--- src/include/sbwd_pkg.sv ---
// constants for the memory command and byte-write decode block
package sbwd_pkg;
  // ----------------------------------------
  // widths
  // ----------------------------------------
  localparam int ADDR_W = 20;
  localparam int DATA_W = 36;
  localparam int BYTE_W = 9;
  localparam int NUM_BYTES = 4;
  localparam int BEAT_W = 2;
  localparam int CNT_W = 3;
  localparam int WR_DLY_W = 2;
  // ----------------------------------------
  // burst timing, in sys_clk beats (one beat per input clock edge)
  // ----------------------------------------
  localparam logic [CNT_W-1:0] BURST_BEATS = 3'h4;
  localparam logic [CNT_W-1:0] CNT_ZERO = 3'h0;
  localparam logic [CNT_W-1:0] CNT_ONE = 3'h1;
  localparam logic [BEAT_W-1:0] BEAT_ZERO = 2'h0;
  localparam logic [BEAT_W-1:0] BEAT_ONE = 2'h1;
  localparam logic [WR_DLY_W-1:0] WR_DLY_RST = 2'h0;
  // ----------------------------------------
  // reset values
  // ----------------------------------------
  localparam logic [ADDR_W-1:0] ADDR_RST = 20'h00000;
  localparam logic [DATA_W-1:0] DATA_RST = 36'h000000000;
  localparam logic [NUM_BYTES-1:0] MASK_RST = 4'h0;
  localparam logic [NUM_BYTES-1:0] BE_N_RST = 4'hf;
  // ----------------------------------------
  // input clock phase: true edge or complement edge
  // ----------------------------------------
  typedef enum logic {PH_TRUE, PH_COMP} sbwd_phase_t;
endpackage : sbwd_pkg

--- src/hdl/sbwd_decode.sv ---
// command load, burst sequencing and byte-write decode at the memory port
// How it works
// - direction high reads, low writes
// - direction used only with load strobe, true edge
// - address and direction captured together
// - only enabled bytes are written
// - byte enables sampled with their data beat
// - bursts of four, at most one command every four cycles
// - address ignored while deselected
// - no-op does not cut a read burst
`timescale 1ns/1ps
module sbwd_decode
(
  // clock and reset
  input wire logic sys_clk,
  input wire logic rst,
  // command pins
  input wire logic load_strobe_n,
  input wire logic read_write_sel,
  input wire logic [sbwd_pkg::ADDR_W-1:0] sync_address_in,
  // write data pins
  input wire logic [sbwd_pkg::DATA_W-1:0] data_in,
  input wire logic [sbwd_pkg::NUM_BYTES-1:0] byte_write_enable_n,
  // accepted command
  output logic cmd_accept_q,
  output logic cmd_read_q,
  output logic [sbwd_pkg::ADDR_W-1:0] cmd_addr_q,
  // array read port
  output logic rd_en,
  output logic [sbwd_pkg::ADDR_W-1:0] rd_addr_q,
  // array write port
  output logic mem_we_q,
  output logic [sbwd_pkg::ADDR_W-1:0] mem_waddr_q,
  output logic [sbwd_pkg::DATA_W-1:0] mem_wdata_q,
  output logic [sbwd_pkg::NUM_BYTES-1:0] mem_wmask_q
);

  // ----------------------------------------
  // pin synchronisers
  // ----------------------------------------
  logic ld_n_s1, ld_n_s2;
  logic rw_s1, rw_s2;
  logic [sbwd_pkg::ADDR_W-1:0] addr_s1, addr_s2;
  logic [sbwd_pkg::DATA_W-1:0] data_s1, data_s2;
  logic [sbwd_pkg::NUM_BYTES-1:0] be_n_s1, be_n_s2;

  always_ff @(posedge sys_clk)
  begin
    if (rst)
    begin
      ld_n_s1 <= 1'b1;
      ld_n_s2 <= 1'b1;
      rw_s1 <= 1'b0;
      rw_s2 <= 1'b0;
      addr_s1 <= sbwd_pkg::ADDR_RST;
      addr_s2 <= sbwd_pkg::ADDR_RST;
      data_s1 <= sbwd_pkg::DATA_RST;
      data_s2 <= sbwd_pkg::DATA_RST;
      be_n_s1 <= sbwd_pkg::BE_N_RST;
      be_n_s2 <= sbwd_pkg::BE_N_RST;
    end
    else
    begin
      ld_n_s1 <= load_strobe_n;
      ld_n_s2 <= ld_n_s1;
      rw_s1 <= read_write_sel;
      rw_s2 <= rw_s1;
      addr_s1 <= sync_address_in;
      addr_s2 <= addr_s1;
      data_s1 <= data_in;
      data_s2 <= data_s1;
      be_n_s1 <= byte_write_enable_n;
      be_n_s2 <= be_n_s1;
    end
  end

  // ----------------------------------------
  // input clock phase: each sys_clk cycle is one input clock edge
  // ----------------------------------------
  sbwd_pkg::sbwd_phase_t phase_q;

  always_ff @(posedge sys_clk)
  begin
    if (rst)
      phase_q <= sbwd_pkg::PH_TRUE;
    else
    begin
      case (phase_q)
        sbwd_pkg::PH_TRUE: phase_q <= sbwd_pkg::PH_COMP;
        default: phase_q <= sbwd_pkg::PH_TRUE;
      endcase
    end
  end

  // ----------------------------------------
  // command acceptance
  // ----------------------------------------
  logic [sbwd_pkg::CNT_W-1:0] slot_q;
  logic take;
  logic take_wr;

  // one command per burst slot, only on a true edge with the strobe low
  assign take = !ld_n_s2 && (phase_q == sbwd_pkg::PH_TRUE) && (slot_q == sbwd_pkg::CNT_ZERO);
  assign take_wr = take && !rw_s2;

  always_ff @(posedge sys_clk)
  begin
    if (rst)
      slot_q <= sbwd_pkg::CNT_ZERO;
    else if (take)
      slot_q <= sbwd_pkg::BURST_BEATS - sbwd_pkg::CNT_ONE;
    else if (slot_q != sbwd_pkg::CNT_ZERO)
      slot_q <= slot_q - sbwd_pkg::CNT_ONE;
  end

  always_ff @(posedge sys_clk)
  begin
    if (rst)
    begin
      cmd_accept_q <= 1'b0;
      cmd_read_q <= 1'b0;
      cmd_addr_q <= sbwd_pkg::ADDR_RST;
    end
    else
    begin
      cmd_accept_q <= take;
      if (take)
      begin
        cmd_read_q <= rw_s2;
        cmd_addr_q <= addr_s2;
      end
    end
  end

  // ----------------------------------------
  // read burst: runs to its end whatever the strobe does
  // ----------------------------------------
  logic [sbwd_pkg::CNT_W-1:0] rd_left_q;

  assign rd_en = (rd_left_q != sbwd_pkg::CNT_ZERO);

  always_ff @(posedge sys_clk)
  begin
    if (rst)
      rd_left_q <= sbwd_pkg::CNT_ZERO;
    else if (take && rw_s2)
      rd_left_q <= sbwd_pkg::BURST_BEATS;
    else if (rd_en)
      rd_left_q <= rd_left_q - sbwd_pkg::CNT_ONE;
  end

  always_ff @(posedge sys_clk)
  begin
    if (rst)
      rd_addr_q <= sbwd_pkg::ADDR_RST;
    else if (take && rw_s2)
      rd_addr_q <= {addr_s2[sbwd_pkg::ADDR_W-1:sbwd_pkg::BEAT_W], sbwd_pkg::BEAT_ZERO};
    else if (rd_en)
      rd_addr_q[sbwd_pkg::BEAT_W-1:0] <= rd_addr_q[sbwd_pkg::BEAT_W-1:0] + sbwd_pkg::BEAT_ONE;
  end

  // ----------------------------------------
  // late write: data beats start one input cycle after the command
  // ----------------------------------------
  logic [sbwd_pkg::WR_DLY_W-1:0] wr_dly_q;
  logic [sbwd_pkg::ADDR_W-1:0] wr_pend_addr_q;
  logic [sbwd_pkg::ADDR_W-1:0] wr_base_q;
  logic [sbwd_pkg::CNT_W-1:0] wr_left_q;
  logic wr_live;
  logic [sbwd_pkg::BEAT_W-1:0] wr_idx;
  logic [sbwd_pkg::CNT_W-1:0] wr_done;

  assign wr_live = (wr_left_q != sbwd_pkg::CNT_ZERO);
  assign wr_done = sbwd_pkg::BURST_BEATS - wr_left_q;
  assign wr_idx = wr_done[sbwd_pkg::BEAT_W-1:0];

  always_ff @(posedge sys_clk)
  begin
    if (rst)
      wr_dly_q <= sbwd_pkg::WR_DLY_RST;
    else
      wr_dly_q <= {wr_dly_q[0], take_wr};
  end

  always_ff @(posedge sys_clk)
  begin
    if (rst)
      wr_pend_addr_q <= sbwd_pkg::ADDR_RST;
    else if (take_wr)
      wr_pend_addr_q <= addr_s2;
  end

  always_ff @(posedge sys_clk)
  begin
    if (rst)
    begin
      wr_left_q <= sbwd_pkg::CNT_ZERO;
      wr_base_q <= sbwd_pkg::ADDR_RST;
    end
    else if (wr_dly_q[0])
    begin
      wr_left_q <= sbwd_pkg::BURST_BEATS;
      wr_base_q <= {wr_pend_addr_q[sbwd_pkg::ADDR_W-1:sbwd_pkg::BEAT_W], sbwd_pkg::BEAT_ZERO};
    end
    else if (wr_live)
      wr_left_q <= wr_left_q - sbwd_pkg::CNT_ONE;
  end

  // each beat takes its byte enables from the same edge as its data
  sbwd_byte_merge u_merge
  (
    .sys_clk(sys_clk),
    .rst(rst),
    .beat_valid(wr_live),
    .beat_addr({wr_base_q[sbwd_pkg::ADDR_W-1:sbwd_pkg::BEAT_W], wr_idx}),
    .beat_data(data_s2),
    .beat_be_n(be_n_s2),
    .mem_we_q(mem_we_q),
    .mem_waddr_q(mem_waddr_q),
    .mem_wdata_q(mem_wdata_q),
    .mem_wmask_q(mem_wmask_q)
  );

  // ----------------------------------------
  // checks
  // ----------------------------------------
  cmd_take_a: assert property (@(posedge sys_clk) disable iff (rst)
    cmd_accept_q |-> !$past(ld_n_s2) && ($past(phase_q) == sbwd_pkg::PH_TRUE))
    else $error("command taken without strobe or off the true edge");

  cmd_dir_a: assert property (@(posedge sys_clk) disable iff (rst)
    cmd_accept_q |-> (cmd_read_q == $past(rw_s2)))
    else $error("command direction not taken from direction input");

  cmd_addr_a: assert property (@(posedge sys_clk) disable iff (rst)
    cmd_accept_q |-> (cmd_addr_q == $past(addr_s2)))
    else $error("command address not captured with direction");

  cmd_hold_a: assert property (@(posedge sys_clk) disable iff (rst)
    !cmd_accept_q |-> $stable(cmd_addr_q) && $stable(cmd_read_q))
    else $error("latched command changed without a load");

  deselect_a: assert property (@(posedge sys_clk) disable iff (rst)
    $past(ld_n_s2) |-> !cmd_accept_q)
    else $error("command accepted while deselected");

  cmd_space_a: assert property (@(posedge sys_clk) disable iff (rst)
    cmd_accept_q |=> !cmd_accept_q [*3])
    else $error("commands closer than one burst");

  rd_burst_a: assert property (@(posedge sys_clk) disable iff (rst)
    (cmd_accept_q && cmd_read_q) |-> rd_en [*4] ##1 !rd_en || cmd_accept_q)
    else $error("read burst not four beats");

  wr_beats_a: assert property (@(posedge sys_clk) disable iff (rst)
    (cmd_accept_q && !cmd_read_q) |-> ##1 wr_live [*4])
    else $error("write beats not one input cycle after command");

  wr_first_a: assert property (@(posedge sys_clk) disable iff (rst)
    wr_dly_q[1] |-> wr_live && (wr_idx == sbwd_pkg::BEAT_ZERO))
    else $error("first write beat not on the edge after the load");

  wr_phase_a: assert property (@(posedge sys_clk) disable iff (rst)
    wr_live |-> (wr_idx[0] == (phase_q == sbwd_pkg::PH_COMP)))
    else $error("write beat on wrong input clock edge");

endmodule : sbwd_decode

--- src/hdl/sbwd_byte_merge.sv ---
// per-byte write qualification of one write beat
`timescale 1ns/1ps
module sbwd_byte_merge
(
  // clock and reset
  input wire logic sys_clk,
  input wire logic rst,
  // beat in
  input wire logic beat_valid,
  input wire logic [sbwd_pkg::ADDR_W-1:0] beat_addr,
  input wire logic [sbwd_pkg::DATA_W-1:0] beat_data,
  input wire logic [sbwd_pkg::NUM_BYTES-1:0] beat_be_n,
  // array write port
  output logic mem_we_q,
  output logic [sbwd_pkg::ADDR_W-1:0] mem_waddr_q,
  output logic [sbwd_pkg::DATA_W-1:0] mem_wdata_q,
  output logic [sbwd_pkg::NUM_BYTES-1:0] mem_wmask_q
);

  logic [sbwd_pkg::DATA_W-1:0] gated_d;

  // ----------------------------------------
  // byte gating: disabled bytes carry zero and no mask bit
  // ----------------------------------------
  genvar gi;
  generate
    for (gi = 0; gi < sbwd_pkg::NUM_BYTES; gi++)
    begin : g_byte
      assign gated_d[gi*sbwd_pkg::BYTE_W +: sbwd_pkg::BYTE_W] =
        beat_be_n[gi] ? {sbwd_pkg::BYTE_W{1'b0}} : beat_data[gi*sbwd_pkg::BYTE_W +: sbwd_pkg::BYTE_W];
    end
  endgenerate

  always_ff @(posedge sys_clk)
  begin
    if (rst)
    begin
      mem_we_q <= 1'b0;
      mem_waddr_q <= sbwd_pkg::ADDR_RST;
      mem_wdata_q <= sbwd_pkg::DATA_RST;
      mem_wmask_q <= sbwd_pkg::MASK_RST;
    end
    else
    begin
      mem_we_q <= beat_valid;
      mem_waddr_q <= beat_addr;
      mem_wdata_q <= gated_d;
      mem_wmask_q <= beat_valid ? ~beat_be_n : sbwd_pkg::MASK_RST;
    end
  end

  // ----------------------------------------
  // checks
  // ----------------------------------------
  byte_mask_a: assert property (@(posedge sys_clk) disable iff (rst)
    mem_we_q |-> (mem_wmask_q == ~$past(beat_be_n)) && (mem_waddr_q == $past(beat_addr)))
    else $error("byte mask does not follow byte write enables");

endmodule : sbwd_byte_merge

--- config.mk ---
export PLATFORM = sky130hd
export DESIGN_NAME = sbwd_decode
export DESIGN_NICKNAME = d
export VERILOG_FILES = /design/src/include/sbwd_pkg.sv /design/src/hdl/sbwd_decode.sv /design/src/hdl/sbwd_byte_merge.sv
export SDC_FILE = /design/constraint.sdc
export NUM_CORES = 1
export LEC_CHECK = 0
export BUFFER_PORTS_ARGS = -buffer_cell sky130_fd_sc_hd__buf_4
export CORE_UTILIZATION = 55
export CTS_BUF_LIST = sky130_fd_sc_hd__clkbuf_8
export CTS_CLUSTER_SIZE = 24
export DETAILED_ROUTE_END_ITERATION = 12
export PLACE_DENSITY_LB_ADDON = 0.08
export SYNTH_ARGS = -nofsm -noshare
export SYNTH_HDL_FRONTEND = slang
export SYNTH_HIERARCHICAL = 1
export SYNTH_SLANG_ARGS = --single-unit
--- constraint.sdc ---
create_clock -name sys_clk -period 1.65 [get_ports sys_clk]
set_input_delay 0.33 -clock sys_clk [delete_from_list [all_inputs] [get_ports sys_clk]]
set_output_delay 0.33 -clock sys_clk [all_outputs]
set_load 0.01 [all_outputs]
Word level (Yosys, flattened, before mapping)

Index checks and enable logic that the tools add are counted.

Word-level logic and storage cells: 68
Input bits: 64
Output and inout bits: 104
Bits in registers: 276

$add $sub $neg: 5
Bitwise gates (word level): 3
Muxes and demuxes: 7
Reductions and logical operators: 21

Operator list:

| cell                  | number |
|---|---|
| $reduce_or A2 Y1      | 8 |
| $mux W3               | 4 |
| $reduce_bool A3 Y1    | 3 |
| $sub A3 B1 Y3 const B | 3 |
| $reduce_bool A2 Y1    | 3 |
| $logic_and A1 B1 Y1   | 4 |
| $mux W2               | 2 |
| $not A4 Y4            | 1 |
| $logic_not A3 Y1      | 1 |
| $add A2 B1 Y2 const B | 1 |
| $logic_not A1 Y1      | 2 |
| $not A1 Y1            | 2 |
| $sub A1 B2 Y2 const A | 1 |
| $mux W1               | 1 |

Depth between registers and ports, before layout

Gate-level depths: netlist of run 1.

Depth in word-level cells: 5
Gate-level depth with buffers: 7
Gate-level depth less buffers: 6

Cells and area by module

The synthesis of run 1 kept the hierarchy.

Modules (own cells, without submodules):

| module          | sequential area each (um^2) | area each (um^2) | instances | cells each |
|---|---|---|---|---|
| sbwd_decode     | 4264.1                      | 6749.0           | 1         | 577 |
| sbwd_byte_merge | 1221.2                      | 1939.4           | 1         | 133 |

Least setup slack after synthesis of run 1

Ideal clock, no wire load.

Path kind: register to register
Start: reg slot_q[0] in the netlist's numbering
End: reg rd_addr_q[12] in the netlist's numbering
Data arrival time: 1.405 ns
Setup time: 0.072 ns
Clock period less this slack: 1.477 ns
Path slack: 0.173 ns
Stages on the path, launching flop included: 8
Data required time: 1.578 ns
Path buffers: 2
Path through: dfxtp_1 inv_1 ha_1 nor4b_4 and2_1 buf_6 buf_8 mux2i_1

Word-level cells in the longest chain between the ends: 3

Ends and longest elaborated chain:

| element                        | line               | text |
|---|---|---|
| start: declaration             | sbwd_decode.sv:98  | `logic [sbwd_pkg::CNT_W-1:0] slot_q;` |
| start signal: assignment       | sbwd_decode.sv:109 | `slot_q <= sbwd_pkg::CNT_ZERO;` |
| start signal: assignment       | sbwd_decode.sv:111 | `slot_q <= sbwd_pkg::BURST_BEATS - sbwd_pkg::CNT_ONE;` |
| start signal: assignment       | sbwd_decode.sv:113 | `slot_q <= slot_q - sbwd_pkg::CNT_ONE;` |
| $logic_not A3 Y1               | sbwd_decode.sv:103 | `assign take = !ld_n_s2 && (phase_q == sbwd_pkg::PH_TRUE) && (slot_q == sbwd_pkg::CNT_ZERO);` |
| $logic_and A1 B1 Y1            | sbwd_decode.sv:103 |  |
| $logic_and A1 B1 Y1            | sbwd_decode.sv:156 | `else if (take && rw_s2)` |
| end signal: assignment         | sbwd_decode.sv:155 | `rd_addr_q <= sbwd_pkg::ADDR_RST;` |
| end signal: assignment         | sbwd_decode.sv:157 | `rd_addr_q <= {addr_s2[sbwd_pkg::ADDR_W-1:sbwd_pkg::BEAT_W], sbwd_pkg::BEAT_ZERO};` |
| end signal: indexed assignment | sbwd_decode.sv:159 | `rd_addr_q[sbwd_pkg::BEAT_W-1:0] <= rd_addr_q[sbwd_pkg::BEAT_W-1:0] + sbwd_pkg::BEAT_ONE;` |
| end: declaration               | sbwd_decode.sv:30  | `output logic [sbwd_pkg::ADDR_W-1:0] rd_addr_q,` |

Every way passes these cells.
A chain may end at the register's enable or synchronous reset.

Final worst setup path of run 1

Start: reg rd_left_q[0] in the netlist's numbering
End: out rd_en

Word-level cells in the longest chain between the ends: 1

Ends and longest elaborated chain:

| element                  | line               | text |
|---|---|---|
| start: declaration       | sbwd_decode.sv:138 | `logic [sbwd_pkg::CNT_W-1:0] rd_left_q;` |
| start signal: assignment | sbwd_decode.sv:145 | `rd_left_q <= sbwd_pkg::CNT_ZERO;` |
| start signal: assignment | sbwd_decode.sv:147 | `rd_left_q <= sbwd_pkg::BURST_BEATS;` |
| start signal: assignment | sbwd_decode.sv:149 | `rd_left_q <= rd_left_q - sbwd_pkg::CNT_ONE;` |
| $reduce_bool A3 Y1       | sbwd_decode.sv:140 | `assign rd_en = (rd_left_q != sbwd_pkg::CNT_ZERO);` |
| end: declaration         | sbwd_decode.sv:29  | `output logic rd_en,` |

Every way passes these cells.

==> run_results.csv, run 1 <==
group,metric,value,unit
outcome,result_of_the_run,"finished, violations left",
outcome,violations_in_the_final_reports,"negative setup slack",
drt,routed_wire_length_per_instance,13.4,um
floorplan,floorplan.rows,45,
place,placement.io_buffers,167,
floorplan,die_area,16300,um2
drt,met2_wirelength_from_detailed_routing,7650,um
synth,synth-main-ff-cell,"dfxtp_1",
setup_path,cp_slowest_cell,"dfxtp_2",
min_path,hold_class,"input port to flip-flop",
timing,slew_margin_rel,0.587,
setup_path,critical_path_cell_count,5,
synth,synth.ff_latch_count,274,
setup_path,crit_path_cell_trace,"inv_2 > ha_4 > ha_4 > inv_4 > buf_6",
timing,timing.hold.ws,0.0355,ns
drt,first_iter_violations,156,
global_route,grt_remaining_overflow,0,
timing,tightest_slew,0.619,ns
setup_path,cp_num_buf_inv,3,
floorplan,ios,168,
finish,insertedDiodeCount,0,
setup_path,crit_type,"flip-flop to output port",
synth,synth.avg_cell_area,12.2,um2
timing,worst_slack,-0.0394,ns
finish,fillCellCount,1060,
clock_network,cts_tree,"built",
finish,areaGrowthSynthToFinish,31.9,%
floorplan,die-width,128,um
drt,detailedRoute.firstPassIterationCount,5,
drt,drt_drc_violations_left,0,
clock_network,cts.root.buffer_cell,"clkbuf_8",
floorplan,dieHeight,128,um
synth,postSynthCellCount,710,
power_and_ir_drop,vdd_ir_drop_max,0.000765,V
clock_network,clkTransAtPathRegs,0.06,ns
setup_path,critical_path.endpoint_type,"output port",
synth,synth.cell_area,8690,um2
setup_path,worstPathArrival,1.36,ns
synth,synth_enable_flop_cells,0,
timing,fmax,0.592,GHz
power_and_ir_drop,leakage,4.85,nW
timing,finalSetupViolations,1,
drt,dr_wl_met3,1090,um
synth,synth_area_leaders,"dfxtp_1, nor2b_1, mux2i_1",
synth,top_area_cell_type_share_of_the_netlist_area,0.631,
synth,post-synth-top-area-cell,"dfxtp_1",
finish,final_nets,1005,
timing,period_share,1.02,
finish,drive_gt1_frac,0.332,
clock_network,clock_sink_count,274,
setup_path,timing.reg2reg.worst_path_depth,7,
synth,synthesis.nets,782,
setup_path,crit_required,1.32,ns
setup_path,critical-path-max-stage-delay,0.34,ns
synth,synth_cell_types,31,
drt,antenna_left,0,
synth,synthArstFlopShare,0,
global_route,largest_net_degree_at_the_start_of_global_routing,51,
clock_network,worstSkewPairLatency,0.53,ns
min_path,hold_path_depth,2,
flow_run,cap_violations,0,
floorplan,effective_utilization_at_floorplan,0.567,
floorplan,core_region_area,15300,um2
drt,drt-met1-wl,6810,um
place,detailedPlace.worstSlack,-0.0113,ns
synth,synth-seq-area-share,0.631,
clock_network,cts-root-to-sink-buffers,3,
synth,synth_most_common_cell,"dfxtp_1",
global_route,grt_antenna_before_repair,0,
place,post-dp-hpwl,10200,um
timing,timing.final.hold_violations,0,
timing,layout_min_cycle_time,1.69,ns
setup_path,path_delay_family,"flip-flops",
setup_path,worstPathMaxFanout,2,
clock_network,htree_num_levels,2,
power_and_ir_drop,pwr_total,0.0141,W
place,gp_congestion,0.751,
drt,detail_route.vias_per_cell,4.60,
drt,post_route_wl,15800,um
synth,synth_common_cells,"dfxtp_1, nor2b_1, mux2i_1, nand2b_1, nor3b_2",
setup_path,worstSetupStartpointType,"flip-flop",
global_route,vias_in_the_first_global_route,5351,
setup_path,cpMostUsedCell,"ha_4",
global_route,grt_use_total,0.190,
global_route,grt_pass1_wl,24800,um
timing,grt_setup_unrepaired,"true",
timing,worst_clock_skew,0.0275,ns
clock_network,num_cts_buffers,42,
timing,timing.final.max_slew_violations,0,
drt,top_layer,"met4",
drt,vias_after_detailed_routing,5406,
power_and_ir_drop,power.density_cell_area,1230,nW/um2
synth,yosysWarnings,6,
## power breakdown
group	switching (W)	internal, W
Sequential	0.000150	0.00690
Combinational	0.000682	0.000881
Clock	0.00238	0.00306
## path summary, 6_finish.rpt
path | from | to | slack, ns
worst max-delay path | rd_left_q[0]$_SDFFE_PP0P_ | rd_en | -0.04
worst min-delay path | data_in[32] | data_s1[32]$_SDFF_PP0_ | 0.04
worst max register to register | slot_q[0]$_SDFFE_PP0P_ | cmd_addr_q[19]$_SDFFE_PP0P_ | 0.06
worst min register to register | be_n_s1[0]$_SDFF_PP1_ | be_n_s2[0]$_SDFF_PP1_ | 0.41
## registers in the layout (all words and copies together) (netlist names), 20 cells and up
name	flops
cmd_addr_q	20
u_merge/mem_wdata_q	36
data_s2	36
u_merge/mem_waddr_q	20
data_s1	36
addr_s1	20
addr_s2	20
rd_addr_q	20
## worst register-to-register path, cell delays in order, from the launching register on
cell	delay (ns)
dfxtp_1	0.33
inv_2	0.08
ha_4	0.14
nor4b_4	0.28
buf_4	0.17
nor2_1	0.04
buf_6	0.18
a22o_1	0.25
## cell type report
type | count | area [um2] | share of cell area
Tap cell | 211 | 264 | 0.0230
Clock buffer | 57 | 785 | 0.0684
Clock inverter | 17 | 72.6 | 0.00633
Timing Repair Buffer | 224 | 1880 | 0.164
Sequential cell | 274 | 5490 | 0.479
Multi-Input combinational cell | 378 | 2920 | 0.255
Inverter | 13 | 51.3 | 0.00448
## kinds of logic after synthesis
family / after synthesis / share of synthesized area
xor gates and xnor gates: 3 / 0.00302
and+or+nand+nor: 284 / 0.227
AOI/OAI and AO/OA: 28 / 0.0261
adders and majority gates: 8 / 0.0115
buffers and inverters: 58 / 0.0380
muxes: 55 / 0.0634
DFF: 274 / 0.631
## metrics by stage
stage,std cells,area [um2],TNS (ns),util
after detailed placement,1059,10100,-0.0146,0.662
after global routing,1174,11500,-0.239,0.748
final,1174,11500,-0.0394,0.748
after CTS,1168,11400,-0.0728,0.742
after floorplan,710,8690,0,-
after global placement,1059,10100,0,0.662
## routing by layer
metal / vias up / GRT usage
met2: 159 / 0.322
li1: 2722 / -
met3: 20 / 0.0659
met5: - / 0
met4: 0 / 0.0664
met1: 2505 / 0.224
## cells in the final DEF, fill, tap and decap left out
cell           Yosys  layout
xnor2_1            1       1
dfxtp_2            0       2
ha_1               8       5
and2_1             2       1
nor4b_4            1       1
o2bb2ai_1          1       1
inv_2              0       4
inv_1             13      22
buf_4              0     182
a21oi_1            4       4
nand2_1            1       1
xor2_1             2       2
nor3b_2           40      40
clkinvlp_4         0       2
ha_4               0       3
buf_12             2       7
mux2i_1           55      53
dlygate4sd3_1      0      30
nor4_1             1       1
buf_6              7       3
nor2_1            27      27
clkinv_2           0       1
a22o_1            20      20
inv_4              0       1
clkbuf_16          0       1
mux2i_2            0       2
and2_4             0       1
dfxtp_1          274     272
and2b_2            0       1
a211oi_1           2       2
clkbuf_8           0      58
o21a_1             1       1
nand2b_1          55      55
nor3_1             8       8
or2_2             10      10
nor2b_1          136     136
nor3b_1            1       1
nand2b_2           1       1
## what timing repair did
action	4_1_cts	5_1_grt
gates cloned	0	1
pin swaps	2	4
hold buffers	29	1
buffers inserted	6	4
endpoints found under the setup margin	9	39
gates resized for setup	11	10
hold endpoints to repair	29	1
Power figures use the tool's default switching activity.
==> run 2: changes to the inputs <==
Settings changed: CORE_MARGIN from default to 3.
==> run_results.csv, run 2 (synthesis results as in run 1) <==
group,metric,value,unit
global_route,grt_antenna_before_repair,0,
setup_path,worstPathArrival,1.36,ns
finish,fillCellCount,1059,
clock_network,cts.root.buffer_cell,"clkbuf_8",
setup_path,cp_num_buf_inv,3,
setup_path,cp_slowest_cell,"dfxtp_2",
drt,detail_route.vias_per_cell,4.60,
timing,slew_margin_rel,0.617,
drt,drt_drc_violations_left,0,
flow_run,cap_violations,0,
setup_path,crit_required,1.32,ns
finish,final_nets,1002,
setup_path,crit_path_cell_trace,"inv_2 > ha_4 > ha_4 > inv_2 > buf_6",
floorplan,dieHeight,132,um
timing,timing.final.max_slew_violations,0,
drt,antenna_left,0,
outcome,result_of_the_run,"finished, violations left",
outcome,violations_in_the_final_reports,"negative setup slack",
place,gp_congestion,0.723,
timing,worst_slack,-0.0450,ns
finish,stdcell_area,11400,um2
clock_network,clock_sink_count,274,
finish,layout_common_cells,"dfxtp_1, buf_4, nor2b_1",
min_path,hold_class,"input port to flip-flop",
place,postPlaceCellArea,10200,um2
setup_path,slack_of_the_worst_reg_to_reg_path,0.05,ns
timing,setup-tns-final,-0.0450,ns
drt,routed_wire_length_per_instance,13.8,um
setup_path,critical_path.endpoint_type,"output port",
timing,layout_min_cycle_time,1.69,ns
global_route,grt_pass1_wl,26700,um
setup_path,worstSetupStartpointType,"flip-flop",
clock_network,cts-root-to-sink-buffers,3,
floorplan,die_area,17300,um2
finish,layout.core_utilization,0.744,
clock_network,num_cts_buffers,43,
floorplan,ios,168,
timing,finalSetupViolations,1,
place,post-dp-hpwl,10700,um
timing,fmax,0.590,GHz
min_path,hold_path_depth,2,
timing,tightest_slew,0.573,ns
setup_path,crit_type,"flip-flop to output port",
global_route,grt_use_total,0.185,
finish,insertedDiodeCount,0,
global_route,grt_remaining_overflow,0,
clock_network,worstSkewPairLatency,0.51,ns
setup_path,critical-path-max-stage-delay,0.34,ns
min_path,hold-path-endpoint,"data_s1[2]$_SDFF_PP0_",
drt,first_iter_violations,183,
min_path,hp-start,"data_in[2]",
place,placement.io_buffers,167,
clock_network,clkTransAtPathRegs,0.06,ns
floorplan,die-width,132,um
timing,worst_clock_skew,0.00733,ns
finish,reg_top3,"data_s1 (36), data_s2 (36), u_merge/mem_wdata_q (36)",
drt,vias_after_detailed_routing,5354,
timing,grt_setup_unrepaired,"true",
timing,timing.final.hold_violations,0,
power_and_ir_drop,power.density_cell_area,1230,nW/um2
drt,detailedRoute.firstPassIterationCount,4,
floorplan,core_region_area,15300,um2
setup_path,timing.rr.end,"cmd_addr_q[7]$_SDFFE_PP0P_",
finish,layout.cells.most_common,"dfxtp_1",
drt,post_route_wl,16100,um
power_and_ir_drop,leakage,4.82,nW
global_route,vias_in_the_first_global_route,5544,
setup_path,timing.reg2reg.worst_path_depth,7,
power_and_ir_drop,vdd_ir_drop_max,0.000743,V
floorplan,floorplan.rows,45,
setup_path,worst_r2r_startpoint,"slot_q[0]$_SDFFE_PP0P_",
setup_path,worstPathMaxFanout,2,
clock_network,htree_num_levels,2,
finish,areaGrowthSynthToFinish,31.2,%
floorplan,effective_utilization_at_floorplan,0.567,
setup_path,path_delay_family,"flip-flops",
finish,drive_gt1_frac,0.331,
global_route,largest_net_degree_at_the_start_of_global_routing,47,
clock_network,cts_tree,"built",
timing,period_share,1.03,
==> run 2: changes by cell type in the layout (fill, tap and decap cells not counted), sizes merged <==
cell	change
dlygate4sd3	-6
clkbuf	-3
inv	-3
buf	+2
clkinvlp	-2
bufinv	+1
clkinv	+1
==> run 2: worst max path at each step <==
stage                                 end                      start  cells after the start  slack, ns
2_1_floorplan  rd_addr_q[12]$_SDFFE_PP0P_     slot_q[0]$_SDFFE_PP0P_                      7       0.17
4_1_cts                             rd_en  rd_left_q[1]$_SDFFE_PP0P_                      5      -0.07
3_3_place_gp    rd_addr_q[7]$_SDFFE_PP0P_     slot_q[0]$_SDFFE_PP0P_                      6       0.12
6_report                            rd_en  rd_left_q[0]$_SDFFE_PP0P_                      5      -0.04
3_5_place_dp    rd_addr_q[8]$_SDFFE_PP0P_     slot_q[0]$_SDFFE_PP0P_                      6     -0.008
5_1_grt                             rd_en  rd_left_q[0]$_SDFFE_PP0P_                      5      -0.11
==> run 2: where the power goes <==
part	switching [W]	internal (W)	leakage, nW	total [W]
combinational	0.000698	0.000860	2.12	0.00156
clock	0.00230	0.00306	0.469	0.00536
sequential	0.000146	0.00691	2.24	0.00705
total	0.00315	0.0108	4.82	0.0140
==> run 2: area by class of cell <==
class                      instances  area (um2)  area share
timing repair buffer             220        1860       0.163
multi-input combinational        378        2920       0.256
inverter                          13        48.8     0.00428
clock inverter                    14        81.3     0.00714
sequential                       274        5490       0.482
tap                              211         264      0.0232
clock buffer                      54         743      0.0652
==> run 2: worst register-to-register path, stage by stage, from the launching register on <==
cell	delay [ns]
dfxtp_1	0.32
inv_1	0.13
ha_4	0.16
nor4b_4	0.28
buf_4	0.17
and2b_1	0.16
buf_12	0.16
a22o_1	0.15
==> run 2: stage by stage <==
stage                     setup slack (ns)  instances  hold WS [ns]  total power [W]
after global placement               0.124       1063         0.394          0.00835
after CTS                          -0.0741       1162      0.000141           0.0141
final                              -0.0450       1164        0.0305           0.0140
after floorplan                      0.173        710         0.389          0.00799
after global routing                -0.107       1164       0.00904           0.0146
after detailed placement          -0.00845       1063         0.398          0.00844
==> run 2: timing repair <==
action                                  in CTS  in global routing
endpoints found under the setup margin       5                 40
pin swaps                                    2                  4
endpoints found under the hold margin       24                  0
hold buffers                                24                  0
resized for setup                           10                  5
cloned                                       0                  1
buffers inserted                             7                  1
==> run 2: layer usage <==
metal,global-route usage,vias to the layer above,wire (um)
met3,0.0620,26,1100
met5,0,-,0
li1,-,2716,-
met4,0.0712,0,301
met2,0.298,149,7510
met1,0.232,2463,7170
==> run 3: changes to the inputs <==
Settings changed: ABC_AREA from default to 1.
==> run_results.csv, run 3 <==
group,metric,value,unit
outcome,result_of_the_run,"finished, violations left",
outcome,violations_in_the_final_reports,"negative setup slack",
synth,synth_cell_types,24,
power_and_ir_drop,power.density_cell_area,1220,nW/um2
drt,routed_wire_length_per_instance,11.2,um
synth,synthArstFlopShare,0,
power_and_ir_drop,swShare,0.249,
finish,insertedDiodeCount,0,
synth,synth-main-ff-cell,"dfxtp_1",
setup_path,crit_type,"flip-flop to output port",
synth,synth.ff_latch_count,274,
drt,first_iter_violations,287,
synth,synth_area_leaders,"dfxtp_1, inv_1, nor2_1",
clock_network,clock_sink_count,274,
finish,layout_common_cells,"inv_1, dfxtp_1, nor2_1",
finish,layout.core_utilization,0.758,
power_and_ir_drop,leakage,5.76,nW
timing,fmax,0.584,GHz
drt,drt_drc_violations_left,0,
power_and_ir_drop,power.clock.fraction,0.372,
power_and_ir_drop,vdd_ir_drop_max,0.000944,V
drt,vias_after_detailed_routing,6557,
flow_run,cap_violations,0,
floorplan,ios,168,
clock_network,num_cts_buffers,43,
finish,final_nets,1394,
floorplan,floorplan.rows,45,
floorplan,core_region_area,15500,um2
drt,antenna_left,0,
global_route,largest_net_degree_at_the_start_of_global_routing,71,
setup_path,critical_path.endpoint_type,"output port",
global_route,grt_antenna_before_repair,0,
timing,finalSetupViolations,1,
min_path,hold_class,"input port to flip-flop",
finish,areaGrowthSynthToFinish,31.8,%
global_route,grt_remaining_overflow,0,
setup_path,worstPathArrival,1.38,ns
synth,postSynthCellCount,1084,
synth,synth.avg_cell_area,8.24,um2
timing,period_share,1.04,
synth,synth_most_common_cell,"inv_1",
power_and_ir_drop,internal-power,0.0108,W
floorplan,die-width,133,um
floorplan,dieHeight,133,um
clock_network,clkTransAtPathRegs,0.06,ns
place,gp_congestion,0.781,
finish,reg_top3,"data_s1 (36), data_s2 (36), u_merge/mem_wdata_q (36)",
finish,drive_gt1_frac,0.203,
global_route,vias_in_the_first_global_route,6318,
drt,detailedRoute.firstPassIterationCount,4,
power_and_ir_drop,power.share.combinational,0.132,
timing,timing.final.hold_violations,0,
global_route,grt_use_total,0.198,
power_and_ir_drop,share_seq_of_total_power,0.496,
timing,worst_slack,-0.0629,ns
drt,post_route_wl,17500,um
place,detailedPlace.worstSlack,0.0711,ns
setup_path,crit_required,1.32,ns
setup_path,worstSetupStartpointType,"flip-flop",
synth,synth_common_cells,"inv_1, dfxtp_1, nor2_1",
timing,worst_clock_skew,0.0203,ns
setup_path,worstPathMaxFanout,2,
timing,tightest_slew,0.669,ns
synth,synth_enable_flop_cells,0,
power_and_ir_drop,p_sw,0.00357,W
place,dp_cells,1431,
place,placement.io_buffers,167,
synth,post-synth-top-area-cell,"dfxtp_1",
finish,layoutNonFillerInstCount,1558,
clock_network,worstSkewPairLatency,0.53,ns
synth,yosysWarnings,6,
clock_network,cts-root-to-sink-buffers,3,
synth,top_area_cell_type_share_of_the_netlist_area,0.614,
finish,layout.cells.most_common,"inv_1",
place,post-dp-hpwl,10800,um
floorplan,die_area,17800,um2
global_route,grt_pass1_wl,29200,um
clock_network,cts_tree,"built",
clock_network,cts.root.buffer_cell,"clkbuf_8",
floorplan,effective_utilization_at_floorplan,0.575,
clock_network,htree_num_levels,2,
synth,synthesis.nets,1156,
timing,timing.final.max_slew_violations,0,
drt,detail_route.vias_per_cell,4.21,
synth,synth-seq-area-share,0.614,
timing,setup-tns-final,-0.0629,ns
timing,layout_min_cycle_time,1.71,ns
synth,synth.cell_area,8930,um2
timing,grt_setup_unrepaired,"true",
timing,slew_margin_rel,0.553,
-- run 3: cell types whose count changed after synthesis, sizes merged, moves of 15 or more --
cell	delta
inv	+270
nor2	+215
nand2	+144
nor2b	-136
nand2b	-56
mux2i	-55
nor3b	-41
nand4	+36
a22o	-20
buf	+18
clkbuf	-18
a211oi	+15
-- run 3: timing repair --
item,in CTS,in global routing
setup buffers,3,2
resized for setup,11,2
pin swaps,1,1
hold buffers,51,0
endpoints found under the setup margin,1,19
gates cloned,0,1
endpoints found under the hold margin,51,0
-- run 3: path summary, 6_finish.rpt --
| kind | to | slack, ns | from | depth (start not counted) |
|---|---|---|---|---|
| worst max-delay path | rd_en | -0.06 | rd_left_q[0]$_SDFFE_PP0P_ | 5 |
| worst min-delay path | addr_s1[18]$_SDFF_PP0_ | 0.02 | sync_address_in[18] | 3 |
| worst max register to register | wr_pend_addr_q[14]$_SDFFE_PP0P_ | 0.16 | slot_q[0]$_SDFFE_PP0P_ | 9 |
| worst min register to register | addr_s2[12]$_SDFF_PP0_ | 0.39 | addr_s1[12]$_SDFF_PP0_ | 2 |
-- run 3: metal layers --
metal	routed length, um	global-route usage	vias up
met3	955	0.0506	23
met4	323	0.0737	0
met1	7950	0.261	2804
met2	8240	0.317	155
li1	-	-	3575
met5	0	0	-
-- run 3: power groups by stage --
| stage | logic [W] | registers [W] | clock network, W |
|---|---|---|---|
| floorplan | 0.00108 | 0.00726 | 0 |
| global placement | 0.00154 | 0.00724 | 0 |
| detailed placement | 0.00158 | 0.00725 | 0 |
| CTS | 0.00182 | 0.00711 | 0.00548 |
| global route | 0.00214 | 0.00715 | 0.00580 |
| finish | 0.00189 | 0.00712 | 0.00534 |
-- run 3: kinds of logic (layout without fill, tap and decap cells) --
logic type | count (synthesis) | count (layout) | synth area share
adder cells (fa/ha/maj) | 8 | 8 | 0.0112
AND/OR/NAND/NOR | 440 | 441 | 0.204
AO/OA/AOI/OAI | 31 | 31 | 0.0221
flip-flops | 274 | 274 | 0.614
buffers and inverters | 328 | 590 | 0.146
XOR/XNOR | 3 | 3 | 0.00294
-- run 3: worst max-delay path: stages (launching register included) --
cell and delay, ns:
dfxtp_2 0.34, inv_2 0.05, ha_4 0.16, ha_4 0.17, inv_4 0.05, buf_6 0.09
-- run 3: final cells by class --
class / instances / area, um2
clock buffers: 51 / 702
clock inverters: 19 / 113
fillers: 1160 / 3770
inverters: 283 / 1060
multi-input cells: 483 / 2190
flip-flops and latches: 274 / 5490
well taps: 211 / 264
repair buffers: 237 / 1960
-- run 3: stage by stage --
step           hold WS [ns]  power (W)  instance area [um2]
2_1_floorplan         0.388    0.00834                 8930
3_3_place_gp          0.388    0.00877                10400
3_5_place_dp          0.392    0.00882                10400
4_1_cts            0.000209     0.0144                11700
5_1_grt              0.0136     0.0151                11800
6_report             0.0199     0.0143                11800
